**src/dma_transfer_hierarchy_defines.vh**
```
`ifndef DMA_TRANSFER_HIERARCHY_DEFINES_VH
`define DMA_TRANSFER_HIERARCHY_DEFINES_VH

// ----------------------------------------
// register byte offsets
// ----------------------------------------
`define OFS_CTRL      8'h00
`define OFS_SRC       8'h04
`define OFS_DST       8'h08
`define OFS_UBLEN     8'h0C
`define OFS_BLEN      8'h10
`define OFS_STEP      8'h14
`define OFS_SOFF      8'h18
`define OFS_DOFF      8'h1C
`define OFS_NEXT      8'h20
`define OFS_STATUS    8'h24

// ----------------------------------------
// channel_config_reg fields
// ----------------------------------------
`define CC_START      0
`define CC_SYNC       1
`define CC_PERIPHERAL_REQUEST_ID_LO   2
`define CC_PERIPHERAL_REQUEST_ID_HI   7
`define CC_BURST_LO   8
`define CC_BURST_HI   10
`define CC_CHUNK_LO   11
`define CC_CHUNK_HI   13
`define CC_SFIX       14
`define CC_DFIX       15
`define CC_SOFF_EN    16
`define CC_DOFF_EN    17
`define CC_IRQ_BLK    18
`define CC_IRQ_EOL    19
`define CC_WIDTH      20

// ----------------------------------------
// descriptor layout and update mask
// ----------------------------------------
`define DESC_WORDS    3'h7
`define DM_SRC        0
`define DM_DST        1
`define DM_UBLEN      2
`define DM_BLEN       3
`define DM_STEP       4
`define DM_CTRL       5

// ----------------------------------------
// reset values and limits
// ----------------------------------------
`define RST_WORD      32'h0000_0000
`define RST_CTRL      20'h0_0000
`define MAX_GROUP     5'h10
`define BUF_DEPTH     16

// ----------------------------------------
// example request line numbers
// ----------------------------------------
`define REQ_AUDIO_A_RX_LEFT   6'h2D
`define REQ_AUDIO_B_RX_RIGHT  6'h33

`endif

```
**src/dma_request_select.v**
```verilog
`timescale 1ns/1ps
`include "dma_transfer_hierarchy_defines.vh"

module dma_request_select
(
	// clock and reset
	input  wire        aclk,
	input  wire        aresetn,
	// request lines and selection
	input  wire [63:0] req_lines,
	input  wire [5:0]  peripheral_request_id,
	// selected request
	output reg         req_sel
);

wire [63:0] hit;

// ----------------------------------------
// one-hot decode of the line number
// ----------------------------------------
genvar g;
generate
	for (g = 0; g < 64; g = g + 1)
	begin : g_line
		localparam [31:0] LINE = g;
		assign hit[g] = req_lines[g] & ({26'h0000000, peripheral_request_id} == LINE);
	end
endgenerate

always @(posedge aclk)
begin
	if (!aresetn)
		req_sel <= 1'b0;
	else
		req_sel <= |hit;
end

endmodule // dma_request_select

```
**src/dma_axil_regs.v**
```verilog
`timescale 1ns/1ps
`include "dma_transfer_hierarchy_defines.vh"

module dma_axil_regs
(
	// clock and reset
	input  wire                 aclk,
	input  wire                 aresetn,
	// axi4-lite write
	input  wire [7:0]           s_axi_awaddr,
	input  wire                 s_axi_awvalid,
	output wire                 s_axi_awready,
	input  wire [31:0]          s_axi_wdata,
	input  wire [3:0]           s_axi_wstrb,
	input  wire                 s_axi_wvalid,
	output wire                 s_axi_wready,
	output reg  [1:0]           s_axi_bresp,
	output reg                  s_axi_bvalid,
	input  wire                 s_axi_bready,
	// axi4-lite read
	input  wire [7:0]           s_axi_araddr,
	input  wire                 s_axi_arvalid,
	output wire                 s_axi_arready,
	output reg  [31:0]          s_axi_rdata,
	output reg  [1:0]           s_axi_rresp,
	output reg                  s_axi_rvalid,
	input  wire                 s_axi_rready,
	// settings to engine
	output reg  [`CC_WIDTH-1:0] cfg_ctrl,
	output reg  [31:0]          cfg_src,
	output reg  [31:0]          cfg_dst,
	output reg  [31:0]          cfg_ublen,
	output reg  [31:0]          cfg_blen,
	output reg  [31:0]          cfg_step,
	output reg  [31:0]          cfg_soff,
	output reg  [31:0]          cfg_doff,
	output reg  [31:0]          cfg_next,
	output reg                  start,
	// engine state
	input  wire [31:0]          status
);

wire        wr_go;
wire        rd_go;
wire [31:0] wmask;
reg  [31:0] rd_val;
reg         rd_hit;
reg         wr_hit;

assign wr_go         = s_axi_awvalid & s_axi_wvalid & ~s_axi_bvalid;
assign s_axi_awready = wr_go;
assign s_axi_wready  = wr_go;
assign rd_go         = s_axi_arvalid & ~s_axi_rvalid;
assign s_axi_arready = rd_go;
assign wmask = {{8{s_axi_wstrb[3]}}, {8{s_axi_wstrb[2]}}, {8{s_axi_wstrb[1]}},
	{8{s_axi_wstrb[0]}}};

always @*
begin
	wr_hit = 1'b1;
	case (s_axi_awaddr)
		`OFS_CTRL, `OFS_SRC, `OFS_DST, `OFS_UBLEN, `OFS_BLEN,
		`OFS_STEP, `OFS_SOFF, `OFS_DOFF, `OFS_NEXT: wr_hit = 1'b1;
		default: wr_hit = 1'b0;
	endcase
end

always @*
begin
	rd_hit = 1'b1;
	case (s_axi_araddr)
		`OFS_CTRL:   rd_val = {12'h000, cfg_ctrl};
		`OFS_SRC:    rd_val = cfg_src;
		`OFS_DST:    rd_val = cfg_dst;
		`OFS_UBLEN:  rd_val = cfg_ublen;
		`OFS_BLEN:   rd_val = cfg_blen;
		`OFS_STEP:   rd_val = cfg_step;
		`OFS_SOFF:   rd_val = cfg_soff;
		`OFS_DOFF:   rd_val = cfg_doff;
		`OFS_NEXT:   rd_val = cfg_next;
		`OFS_STATUS: rd_val = status;
		default:
		begin
			rd_val = `RST_WORD;
			rd_hit = 1'b0;
		end
	endcase
end

// ----------------------------------------
// write side
// ----------------------------------------
always @(posedge aclk)
begin
	if (!aresetn)
	begin
		cfg_ctrl     <= `RST_CTRL;
		cfg_src      <= `RST_WORD;
		cfg_dst      <= `RST_WORD;
		cfg_ublen    <= `RST_WORD;
		cfg_blen     <= `RST_WORD;
		cfg_step     <= `RST_WORD;
		cfg_soff     <= `RST_WORD;
		cfg_doff     <= `RST_WORD;
		cfg_next     <= `RST_WORD;
		start        <= 1'b0;
		s_axi_bvalid <= 1'b0;
		s_axi_bresp  <= 2'b00;
	end
	else
	begin
		start <= 1'b0;
		if (s_axi_bvalid && s_axi_bready)
			s_axi_bvalid <= 1'b0;
		if (wr_go)
		begin
			s_axi_bvalid <= 1'b1;
			s_axi_bresp  <= wr_hit ? 2'b00 : 2'b10;
			case (s_axi_awaddr)
				`OFS_CTRL:
				begin
					cfg_ctrl <= (cfg_ctrl & ~wmask[`CC_WIDTH-1:0])
						| (s_axi_wdata[`CC_WIDTH-1:0] & wmask[`CC_WIDTH-1:0]);
					start <= s_axi_wdata[`CC_START] & s_axi_wstrb[0];
				end
				`OFS_SRC:   cfg_src   <= (cfg_src & ~wmask) | (s_axi_wdata & wmask);
				`OFS_DST:   cfg_dst   <= (cfg_dst & ~wmask) | (s_axi_wdata & wmask);
				`OFS_UBLEN: cfg_ublen <= (cfg_ublen & ~wmask) | (s_axi_wdata & wmask);
				`OFS_BLEN:  cfg_blen  <= (cfg_blen & ~wmask) | (s_axi_wdata & wmask);
				`OFS_STEP:  cfg_step  <= (cfg_step & ~wmask) | (s_axi_wdata & wmask);
				`OFS_SOFF:  cfg_soff  <= (cfg_soff & ~wmask) | (s_axi_wdata & wmask);
				`OFS_DOFF:  cfg_doff  <= (cfg_doff & ~wmask) | (s_axi_wdata & wmask);
				`OFS_NEXT:  cfg_next  <= (cfg_next & ~wmask) | (s_axi_wdata & wmask);
				default:    cfg_next  <= cfg_next;
			endcase
		end
	end
end

// ----------------------------------------
// read side
// ----------------------------------------
always @(posedge aclk)
begin
	if (!aresetn)
	begin
		s_axi_rvalid <= 1'b0;
		s_axi_rdata  <= `RST_WORD;
		s_axi_rresp  <= 2'b00;
	end
	else if (rd_go)
	begin
		s_axi_rvalid <= 1'b1;
		s_axi_rdata  <= rd_val;
		s_axi_rresp  <= rd_hit ? 2'b00 : 2'b10;
	end
	else if (s_axi_rready)
		s_axi_rvalid <= 1'b0;
end

endmodule // dma_axil_regs

```
**src/dma_transfer_hierarchy.v**
```verilog
// Our own choices: the register addresses and the AXI4-Lite register port.
`timescale 1ns/1ps
`include "dma_transfer_hierarchy_defines.vh"


module dma_transfer_hierarchy
(
	// clock and reset
	input  wire        aclk,
	input  wire        aresetn,
	// axi4-lite register slave
	input  wire [7:0]  s_axi_awaddr,
	input  wire        s_axi_awvalid,
	output wire        s_axi_awready,
	input  wire [31:0] s_axi_wdata,
	input  wire [3:0]  s_axi_wstrb,
	input  wire        s_axi_wvalid,
	output wire        s_axi_wready,
	output wire [1:0]  s_axi_bresp,
	output wire        s_axi_bvalid,
	input  wire        s_axi_bready,
	input  wire [7:0]  s_axi_araddr,
	input  wire        s_axi_arvalid,
	output wire        s_axi_arready,
	output wire [31:0] s_axi_rdata,
	output wire [1:0]  s_axi_rresp,
	output wire        s_axi_rvalid,
	input  wire        s_axi_rready,
	// peripheral request lines
	input  wire [63:0] req_lines,
	// memory master port
	output wire        mem_req,
	output wire        mem_we,
	output wire [31:0] mem_addr,
	output wire [31:0] mem_wdata,
	output wire [4:0]  mem_burst_len,
	input  wire        mem_ready,
	input  wire        mem_rvalid,
	input  wire [31:0] mem_rdata,
	// event pulses
	output reg         block_event,
	output reg         list_event
);

localparam [7:0] S_IDLE  = 8'h01;
localparam [7:0] S_BLOCK = 8'h02;
localparam [7:0] S_GROUP = 8'h04;
localparam [7:0] S_WAIT  = 8'h08;
localparam [7:0] S_RD    = 8'h10;
localparam [7:0] S_RDW   = 8'h20;
localparam [7:0] S_WR    = 8'h40;
localparam [7:0] S_DESC  = 8'h80;

wire [`CC_WIDTH-1:0] cfg_ctrl;
wire [31:0]          cfg_src;
wire [31:0]          cfg_dst;
wire [31:0]          cfg_ublen;
wire [31:0]          cfg_blen;
wire [31:0]          cfg_step;
wire [31:0]          cfg_soff;
wire [31:0]          cfg_doff;
wire [31:0]          cfg_next;
wire                 start;
wire                 req_sel;
wire [31:0]          status;

reg  [7:0]           state;
reg  [`CC_WIDTH-1:0] ctl;
reg  [31:0]          src;
reg  [31:0]          dst;
reg  [15:0]          ublen;
reg  [15:0]          blen;
reg  [31:0]          step;
reg  [31:0]          soff;
reg  [31:0]          doff;
reg  [31:0]          nxt;
reg  [31:0]          dptr;
reg  [5:0]           dmask;
reg  [2:0]           didx;
reg                  desc_rd;
reg  [15:0]          item_rem;
reg  [15:0]          mb_rem;
reg  [4:0]           grp;
reg  [4:0]           idx;
reg                  busy;
reg                  eol;
reg  [15:0]          blocks;
reg  [31:0]          buffer [0:`BUF_DEPTH-1];

wire                 sync_mode;
wire [4:0]           burst_cap;
wire [4:0]           chunk_cap;
wire [4:0]           unit_cap;
wire [4:0]           next_grp;
wire [31:0]          src_step;
wire [31:0]          dst_step;
wire                 take;
wire                 last_item;

// ----------------------------------------
// register slave and request selection
// ----------------------------------------
dma_axil_regs u_regs
(
	.aclk          (aclk),
	.aresetn       (aresetn),
	.s_axi_awaddr  (s_axi_awaddr),
	.s_axi_awvalid (s_axi_awvalid),
	.s_axi_awready (s_axi_awready),
	.s_axi_wdata   (s_axi_wdata),
	.s_axi_wstrb   (s_axi_wstrb),
	.s_axi_wvalid  (s_axi_wvalid),
	.s_axi_wready  (s_axi_wready),
	.s_axi_bresp   (s_axi_bresp),
	.s_axi_bvalid  (s_axi_bvalid),
	.s_axi_bready  (s_axi_bready),
	.s_axi_araddr  (s_axi_araddr),
	.s_axi_arvalid (s_axi_arvalid),
	.s_axi_arready (s_axi_arready),
	.s_axi_rdata   (s_axi_rdata),
	.s_axi_rresp   (s_axi_rresp),
	.s_axi_rvalid  (s_axi_rvalid),
	.s_axi_rready  (s_axi_rready),
	.cfg_ctrl      (cfg_ctrl),
	.cfg_src       (cfg_src),
	.cfg_dst       (cfg_dst),
	.cfg_ublen     (cfg_ublen),
	.cfg_blen      (cfg_blen),
	.cfg_step      (cfg_step),
	.cfg_soff      (cfg_soff),
	.cfg_doff      (cfg_doff),
	.cfg_next      (cfg_next),
	.start         (start),
	.status        (status)
);

dma_request_select u_req
(
	.aclk                  (aclk),
	.aresetn               (aresetn),
	.req_lines             (req_lines),
	.peripheral_request_id (ctl[`CC_PERIPHERAL_REQUEST_ID_HI:`CC_PERIPHERAL_REQUEST_ID_LO]),
	.req_sel               (req_sel)
);

// ----------------------------------------
// group sizing
// ----------------------------------------
function [4:0] cap_of;
	input [2:0] code;
	begin
		if (code > 3'h4)
			cap_of = `MAX_GROUP;
		else
			cap_of = 5'h01 << code;
	end
endfunction

assign sync_mode = ctl[`CC_SYNC];
assign burst_cap = cap_of(ctl[`CC_BURST_HI:`CC_BURST_LO]);
assign chunk_cap = cap_of(ctl[`CC_CHUNK_HI:`CC_CHUNK_LO]);
assign unit_cap  = sync_mode ? chunk_cap : burst_cap;
assign next_grp  = (item_rem < {11'h000, unit_cap}) ? item_rem[4:0] : unit_cap;
assign src_step  = ctl[`CC_SFIX] ? 32'h0000_0000 : {{16{step[15]}}, step[15:0]};
assign dst_step  = ctl[`CC_DFIX] ? 32'h0000_0000 : {{16{step[31]}}, step[31:16]};
assign last_item = (idx == grp - 5'h01);

// ----------------------------------------
// memory port
// ----------------------------------------
assign mem_req       = (state == S_RD) | (state == S_WR) | ((state == S_DESC) & ~desc_rd);
assign mem_we        = (state == S_WR);
assign mem_addr      = (state == S_WR) ? dst : ((state == S_DESC) ? dptr : src);
assign mem_wdata     = buffer[idx[3:0]];
assign mem_burst_len = (state == S_DESC) ? 5'h01 : grp;
assign take          = mem_req & mem_ready;
assign status        = {blocks, 14'h0000, eol, busy};

// ----------------------------------------
// transfer sequencer
// ----------------------------------------
always @(posedge aclk)
begin
	if (!aresetn)
	begin
		state       <= S_IDLE;
		ctl         <= `RST_CTRL;
		src         <= `RST_WORD;
		dst         <= `RST_WORD;
		ublen       <= 16'h0000;
		blen        <= 16'h0000;
		step        <= `RST_WORD;
		soff        <= `RST_WORD;
		doff        <= `RST_WORD;
		nxt         <= `RST_WORD;
		dptr        <= `RST_WORD;
		dmask       <= 6'h00;
		didx        <= 3'h0;
		desc_rd     <= 1'b0;
		item_rem    <= 16'h0000;
		mb_rem      <= 16'h0000;
		grp         <= 5'h00;
		idx         <= 5'h00;
		busy        <= 1'b0;
		eol         <= 1'b0;
		blocks      <= 16'h0000;
		block_event <= 1'b0;
		list_event  <= 1'b0;
	end
	else
	begin
		block_event <= 1'b0;
		list_event  <= 1'b0;
		case (state)
			S_IDLE:
			begin
				if (start)
				begin
					ctl    <= cfg_ctrl;
					src    <= cfg_src;
					dst    <= cfg_dst;
					ublen  <= cfg_ublen[15:0];
					blen   <= cfg_blen[15:0];
					step   <= cfg_step;
					soff   <= cfg_soff;
					doff   <= cfg_doff;
					nxt    <= cfg_next;
					busy   <= 1'b1;
					eol    <= 1'b0;
					blocks <= 16'h0000;
					state  <= S_BLOCK;
				end
			end
			S_BLOCK:
			begin
				mb_rem   <= blen;
				item_rem <= ublen;
				state    <= S_GROUP;
			end
			S_GROUP:
			begin
				idx <= 5'h00;
				grp <= next_grp;
				if (item_rem != 16'h0000)
					state <= sync_mode ? S_WAIT : S_RD;
				else if (mb_rem > 16'h0001)
				begin
					// microblock boundary
					mb_rem   <= mb_rem - 16'h0001;
					item_rem <= ublen;
					if (ctl[`CC_SOFF_EN])
						src <= src + soff;
					if (ctl[`CC_DOFF_EN])
						dst <= dst + doff;
				end
				else
				begin
					// block boundary
					blocks      <= blocks + 16'h0001;
					block_event <= ctl[`CC_IRQ_BLK];
					if (nxt == `RST_WORD)
					begin
						busy       <= 1'b0;
						eol        <= 1'b1;
						list_event <= ctl[`CC_IRQ_EOL];
						state      <= S_IDLE;
					end
					else
					begin
						dptr    <= nxt;
						didx    <= 3'h0;
						desc_rd <= 1'b0;
						state   <= S_DESC;
					end
				end
			end
			S_WAIT:
			begin
				if (req_sel)
					state <= S_RD;
			end
			S_RD:
			begin
				if (take)
					state <= S_RDW;
			end
			S_RDW:
			begin
				if (mem_rvalid)
				begin
					buffer[idx[3:0]] <= mem_rdata;
					src              <= src + src_step;
					if (last_item)
					begin
						idx   <= 5'h00;
						state <= S_WR;
					end
					else
					begin
						idx   <= idx + 5'h01;
						state <= S_RD;
					end
				end
			end
			S_WR:
			begin
				if (take)
				begin
					dst <= dst + dst_step;
					idx <= idx + 5'h01;
					if (last_item)
					begin
						item_rem <= item_rem - {11'h000, grp};
						state    <= S_GROUP;
					end
				end
			end
			S_DESC:
			begin
				if (take)
					desc_rd <= 1'b1;
				if (desc_rd && mem_rvalid)
				begin
					desc_rd <= 1'b0;
					dptr    <= dptr + 32'h0000_0004;
					didx    <= didx + 3'h1;
					case (didx)
						3'h0: nxt   <= mem_rdata;
						3'h1: dmask <= mem_rdata[5:0];
						3'h2: if (dmask[`DM_SRC]) src <= mem_rdata;
						3'h3: if (dmask[`DM_DST]) dst <= mem_rdata;
						3'h4: if (dmask[`DM_UBLEN]) ublen <= mem_rdata[15:0];
						3'h5: if (dmask[`DM_BLEN]) blen <= mem_rdata[15:0];
						3'h6: if (dmask[`DM_STEP]) step <= mem_rdata;
						default: if (dmask[`DM_CTRL]) ctl <= mem_rdata[`CC_WIDTH-1:0];
					endcase
					if (didx == `DESC_WORDS)
						state <= S_BLOCK;
				end
			end
			default:
				state <= S_IDLE;
		endcase
	end
end

endmodule // dma_transfer_hierarchy

```
**config.mk**
```make
export PLATFORM = sky130hd
export DESIGN_NAME = dma_transfer_hierarchy
export DESIGN_NICKNAME = d
export VERILOG_FILES = /design/src/dma_request_select.v /design/src/dma_axil_regs.v /design/src/dma_transfer_hierarchy.v
export VERILOG_INCLUDE_DIRS = /design/src
export SDC_FILE = /design/constraint.sdc
export NUM_CORES = 2
export LEC_CHECK = 0
export ABC_AREA = 1
export BUFFER_PORTS_ARGS = -buffer_cell sky130_fd_sc_hd__buf_2
export CAP_MARGIN = 30
export CORE_MARGIN = 2
export CORE_UTILIZATION = 50
export CTS_CLUSTER_SIZE = 10
export DETAILED_ROUTE_END_ITERATION = 6
export PLACE_DENSITY = 0.67
export REMOVE_ABC_BUFFERS = 1
export SLEW_MARGIN = 20
export SYNTH_ARGS = -nofsm -noshare
export SYNTH_HDL_FRONTEND = slang
export SYNTH_HIERARCHICAL = 1
export SYNTH_SLANG_ARGS = --single-unit
```
**constraint.sdc**
```tcl
create_clock -name aclk -period 3.7 [get_ports aclk]
set_clock_uncertainty 0.05 [all_clocks]
set_input_delay 0.185 -clock aclk [delete_from_list [all_inputs] [get_ports aclk]]
set_output_delay 0.185 -clock aclk [all_outputs]
set_load 0.005 [all_outputs]
```
; ---- After elaboration in Yosys (flattened, before gate mapping)
; Memories as Yosys holds them, arrays and structs flattened. A register that Yosys moved wholly into a read port is not among the register bits.
; Index checks and enable logic that the tools add are counted.
[word_totals]
inputBits = 157
romBits = 0
register_bits = 672
ram_bits = 512
latch_bits = 0
out_inout_bits = 114
word_cells = 456
n_memories = 1
[op_classes]
n_eq_ne = 126
n_lt_le_gt_ge = 4
mul = 0
bitwise_logic = 100
div = 0
n_mux = 122
shift = 2
n_reduce_logical = 51
add_sub_neg = 11
[memory_table]
columns = name, depth, width, read_ports, rd_ports_with_merged_regs, wr, line_no
row1 = buffer, 16, 32, 1, 1, 1, dma_transfer_hierarchy.v:88  ; reg [31:0] buffer [0:`BUF_DEPTH-1];
[op_table]
columns = operator, count
row1 = two-way mux 32 bit, 31
row2 = case mux 32 bit (10 select lines), 1
row3 = bitwise AND 32 bit, 9
row4 = two-way mux 16 bit, 17
row5 = bitwise OR 32 bit, 8
row6 = case mux 32 bit (4 select lines), 2
row7 = equality test 6 bit (second input constant), 32
row8 = case mux 32 bit (2 select lines), 3
row9 = adder 32 bit, 4
row10 = case mux 16 bit (2 select lines), 4
row11 = equality test 6 x 5 -> 1 bit (second input constant), 16
row12 = two-way mux 8 bit, 11
row13 = two-way mux 20 bit, 4
row14 = equality test 8 x 5 -> 1 bit (second input constant), 9
row15 = bitwise AND 1 bit, 70
row16 = case mux 8 bit (8 select lines), 1
row17 = OR reduction 64 bit, 1
row18 = equality test 6 x 4 -> 1 bit (second input constant), 8
row19 = case mux 16 bit (3 select lines), 1
row20 = two-way mux 5 bit, 9
row21 = bitwise AND 20 bit, 2
row22 = equality test 8 x 4 -> 1 bit (second input constant), 5
row23 = case mux 20 bit (2 select lines), 1
row24 = AND reduction 5 bit, 8
row25 = 59 further kinds, 159

; ---- Logic depth before layout (Yosys ltp)
[logic_depth]
depth_word = 8
depth_mapped = 23
mapped_depth_nobuf = 22

; ---- Hierarchy
; The synthesis kept the hierarchy.
[by_module_without_submodules]
columns = module, cells_each, instances, area_per_inst_um2, seq_area_each_um2
row1 = dma_transfer_hierarchy, 5192, 1, 43822.0, 22561.6
row2 = dma_axil_regs, 1950, 1, 14351.3, 6266.0
row3 = dma_request_select, 171, 1, 772.0, 20.0

; ---- Worst setup path after synthesis
; No wires, ideal clock.
[synth_timing]
kind = reg-to-reg
from = register state[3]
to = memory buffer[0][0], enable pin
synth_period_minus_slack_ps = 3061
stages_incl_launch_ff = 8
setup_time_ps = 421
t_required_ps = 3229
path_buffers = 0
setup_slack_ps = 639
t_arrival_ps = 2590
path_cell_list = dfxtp_1 > inv_2 > nand2_1 > nor2_4 > nand2_2 > nor3_1 > nand2_1 > nor2_1
[synth_via]
elab_chain_len = 4
[synth_rtl]
columns = element, line_no
row1 = from (decl), dma_transfer_hierarchy.v:67  ; reg [7:0] state;
row2 = from (signal assigned), dma_transfer_hierarchy.v:245  ; state <= sync_mode ? S_WAIT : S_RD;
row3 = equality test 8 x 6 -> 1 bit, dma_transfer_hierarchy.v:214  ; case (state)
row4 = two-way mux 1 bit, dma_transfer_hierarchy.v:214
row5 = two-way mux 1 bit, dma_transfer_hierarchy.v:184  ; if (!aresetn)
row6 = two-way mux 1 bit (implied by the code), dma_transfer_hierarchy.v:291  ; buffer[idx[3:0]] <= mem_rdata;
row7 = to (decl), dma_transfer_hierarchy.v:88
; Every way passes these cells.

; ---- Final worst setup path
[layout_timing]
from = register state[7]
to = output port mem_addr[8]
[layout_via]
elab_chain_len = 3
elab_cells_between_ends = 4
classes_between = 2 x eq/ne / 2 x mux
[layout_rtl]
columns = element, line_no
row1 = equality test 8 bit, dma_transfer_hierarchy.v:173  ; assign mem_addr = (state == S_WR) ? dst : ((state == S_DESC) ? dptr : src);
row2 = two-way mux 32 bit, dma_transfer_hierarchy.v:173
row3 = two-way mux 32 bit *, dma_transfer_hierarchy.v:173
row4 = to (decl), dma_transfer_hierarchy.v:34  ; output wire [31:0] mem_addr,
; Mark *: on every way between the ends. The rest lies on a longest branch, timed or not.

==> results_dict.tcl <==
set metrics [dict create \
    path_class "reg -> out" \
    synth_most_common_cell "nand2_1" \
    start_kind "register" \
    synth_top_area_cell "edfxtp_1" \
    worst_ep_required_time_ns 3.46 \
    first_pass_iters 6 \
    initialDrtViolationCount 6281 \
    cts_sinks 1185 \
    layout-drive-gt1-share_pct 9.91 \
    postCtsSetupBuffers 0 \
    netlist_area_mm2 0.0589 \
    r2r-start "state[6]$_SDFFE_PN0P_" \
    setup_ws_ns 0.124 \
    crit_start "state[7]$_SDFFE_PN0P_" \
    wl_per_cell_um 23.3 \
    die_w_um 347 \
    antenna_left 0 \
    io_buffers 268 \
    crit_slowest_cell "a21oi_1" \
    fp.dieH_um 347 \
    power_mw 40.7 \
    r2r_slack_ns 0.27 \
    root_buffer "clkbuf_16" \
    nFillCells 10639 \
    hold_violations 0 \
    min_from "s_axi_awaddr[0]" \
    final_cells 9171 \
    avgSynthCellArea_um2 8.06 \
    slew_violations 0 \
    drt_wl_total_mm 214 \
    die_area_mm2 0.121 \
    clk_transition_reported_paths_ns 0.06 \
    dp_cells 8842 \
    worst_pin_slew_ns 1.03 \
    rsz0062_at_grt "no" \
    ys_async_sr_fraction_pct 0 \
    rows 125 \
    fin_tns_setup_ns 0 \
    synth_flop_cell "dfxtp_1" \
    period_share_pct 96.6 \
    cellPowerDensity_mw_per_mm2 606 \
    relSlewSlack_pct 31.6 \
    drc 0 \
    crit_chain "inv_2 > nor3_2 > nand2_8 > clkinv_2 > buf_6 > a21oi_1 > a21oi_1 > buf_2" \
    hold_depth 6 \
    setup_viol 0 \
    pre_cts_ws_ns 0.258 \
    netlist_instances 7313 \
    grt_max_degree 201 \
    hold_path.class "in -> reg" \
    hpwlAfterDp_mm 150 \
    grt_pass1_wl_mm 315 \
    antenna_found_initial 7 \
    period_minus_slack_ns 3.58 \
    yosysSeqAreaShare_pct 48.9 \
    path_max_fanout 43 \
    boundaryPins 271 \
    ys_types 67 \
    cts_max_path_buffers 3 \
    insertion_delay_ns 0.77 \
    cts_tree "built" \
    synth_top_area_share_pct 26.1 \
    synth_area_leaders "edfxtp_1 (26%), dfxtp_1 (23%), nand2_1 (8.1%)" \
    yosys-top-cells-count "nand2_1 (1,276), nor2_1 (940), o21ai_0 (731), inv_1 (676), dfxtp_1 (673)" \
    status "finished clean" \
    synth_edf_count 512 \
    yosys_warnings 6 \
    areaGrowthSynthToFinish_pct 14.0 \
    numCtsBuffers 142 \
    grt_usage_pct 34.5 \
    vdd_ir_drop_max_v 0.000577 \
    end_kind "primary output" \
    drv_cap 0 \
    reg2reg_to "dst[16]$_SDFFE_PN0P_" \
    num_vias 53755 \
    dpl-instance-area_mm2 0.0618 \
    grt_overflow 0 \
    postLayoutCellArea_mm2 0.0672 \
    nets 7847 \
    cpPeakStageDelay_ns 0.58 \
    ff2ff_path_depth 18 \
    worstPathArrival_ns 3.34 \
    coreArea_mm2 0.117 \
    grt_pass1_vias 49701 \
    ys_seq_elements 1185 \
    cpMostUsedCell "a21oi_1" \
    gp_congestion 1.01 \
    p_leak_nw 27.0 \
    viasPerCell 5.86 \
    htreeDepth 4 \
    fmaxAchievable_ghz 0.280 \
    start_util_pct 50.6 \
]
## logic make-up (layout without fill, tap and decap cells)
kind of cell	after synthesis	count (layout)	synth area share, %
AND/OR/NAND/NOR	3068	3068	22.2
AO/OA/AOI/OAI	1673	1673	16.0
flip-flops	1185	1185	48.9
buffers and inverters	1106	1425	7.73
multiplexers	130	130	2.21
adder cells (fa/ha/maj)	104	104	2.25
XOR/XNOR	45	45	0.669
other	2	17	0.0127
## where the power goes
group | leakage, nW | switching [mW] | internal [mW]
sequential | 10.1 | 0.908 | 14.7
combinational | 14.9 | 8.43 | 3.71
clock | 2.02 | 5.46 | 7.50
total | 27.0 | 14.8 | 25.9
## what timing repair did
| action | CTS | global route |
|---|---|---|
| hold endpoints to repair | 814 | 0 |
| gates resized for setup | 1 | 5 |
| setup endpoints to repair | 1 | 12 |
| hold buffers | 124 | 0 |
## worst max path at each step
stage | end | cells after the start
after floorplan | mem_wdata[13] | 4
after global placement | dst[24]$_SDFFE_PN0P_ | 16
after detailed placement | dst[24]$_SDFFE_PN0P_ | 16
after CTS | mem_addr[2] | 9
after global routing | dst[16]$_SDFFE_PN0P_ | 18
final | mem_addr[8] | 8
## worst max-delay path: cells and delay by family (launching register included)
kind            cells  cell delay, ns
flops               1            0.38
compound gates      2            0.77
buf+inv             4            0.99
simple gates        2            0.41
## per-layer routing
layer	vias up	part of all wire, %	GRT usage [%]
met1	25453	43	47.9
met2	2691	44	53.1
li1	25160	-	-
met3	445	9.2	6.67
met4	6	4.0	13.5
met5	-	0.019	0
## metrics by stage
| stage | utilization, % | hold WS, ns |
|---|---|---|
| after CTS | 57.6 | 0.0282 |
| after global placement | 53.0 | 0.381 |
| after detailed placement | 53.0 | 0.385 |
| after global routing | 57.7 | 0.0719 |
| after floorplan | - | 0.219 |
| final | 57.7 | 0.0636 |
## layout make-up
class / instances / area, um^2 / area share (%)
Antenna cell: 1 / 2.50 / 0.00372
Clock buffer: 184 / 3870 / 5.76
Clock inverter: 20 / 284 / 0.423
Inverter: 714 / 2700 / 4.01
Multi-Input combinational cell: 5036 / 25800 / 38.4
Sequential cell: 1185 / 28900 / 43.0
Tap cell: 1524 / 1910 / 2.84
Timing Repair Buffer: 507 / 3790 / 5.64
## cell usage in the layout (no fill, tap or decap), types with 26 or more instances in the layout
| cell type | n |
|---|---|
| nand2_1 | 1275 |
| nor2_1 | 919 |
| o21ai_0 | 729 |
| inv_1 | 673 |
| dfxtp_1 | 669 |
| nand3_1 | 627 |
| a21oi_1 | 545 |
| edfxtp_1 | 512 |
| buf_2 | 267 |
| o211ai_1 | 150 |
| clkbuf_16 | 147 |
| mux2i_1 | 130 |
| dlygate4sd3_1 | 124 |
| ha_1 | 101 |
| a211oi_1 | 100 |
| buf_4 | 87 |
| nor3_1 | 57 |
| o21ai_1 | 49 |
| nor2_4 | 43 |
| nand4_1 | 34 |
| clkbuf_1 | 32 |
| a211oi_2 | 32 |
| inv_2 | 30 |
| or2_2 | 29 |
| xor2_1 | 29 |
| buf_12 | 26 |
Power figures use the tool's default switching activity.
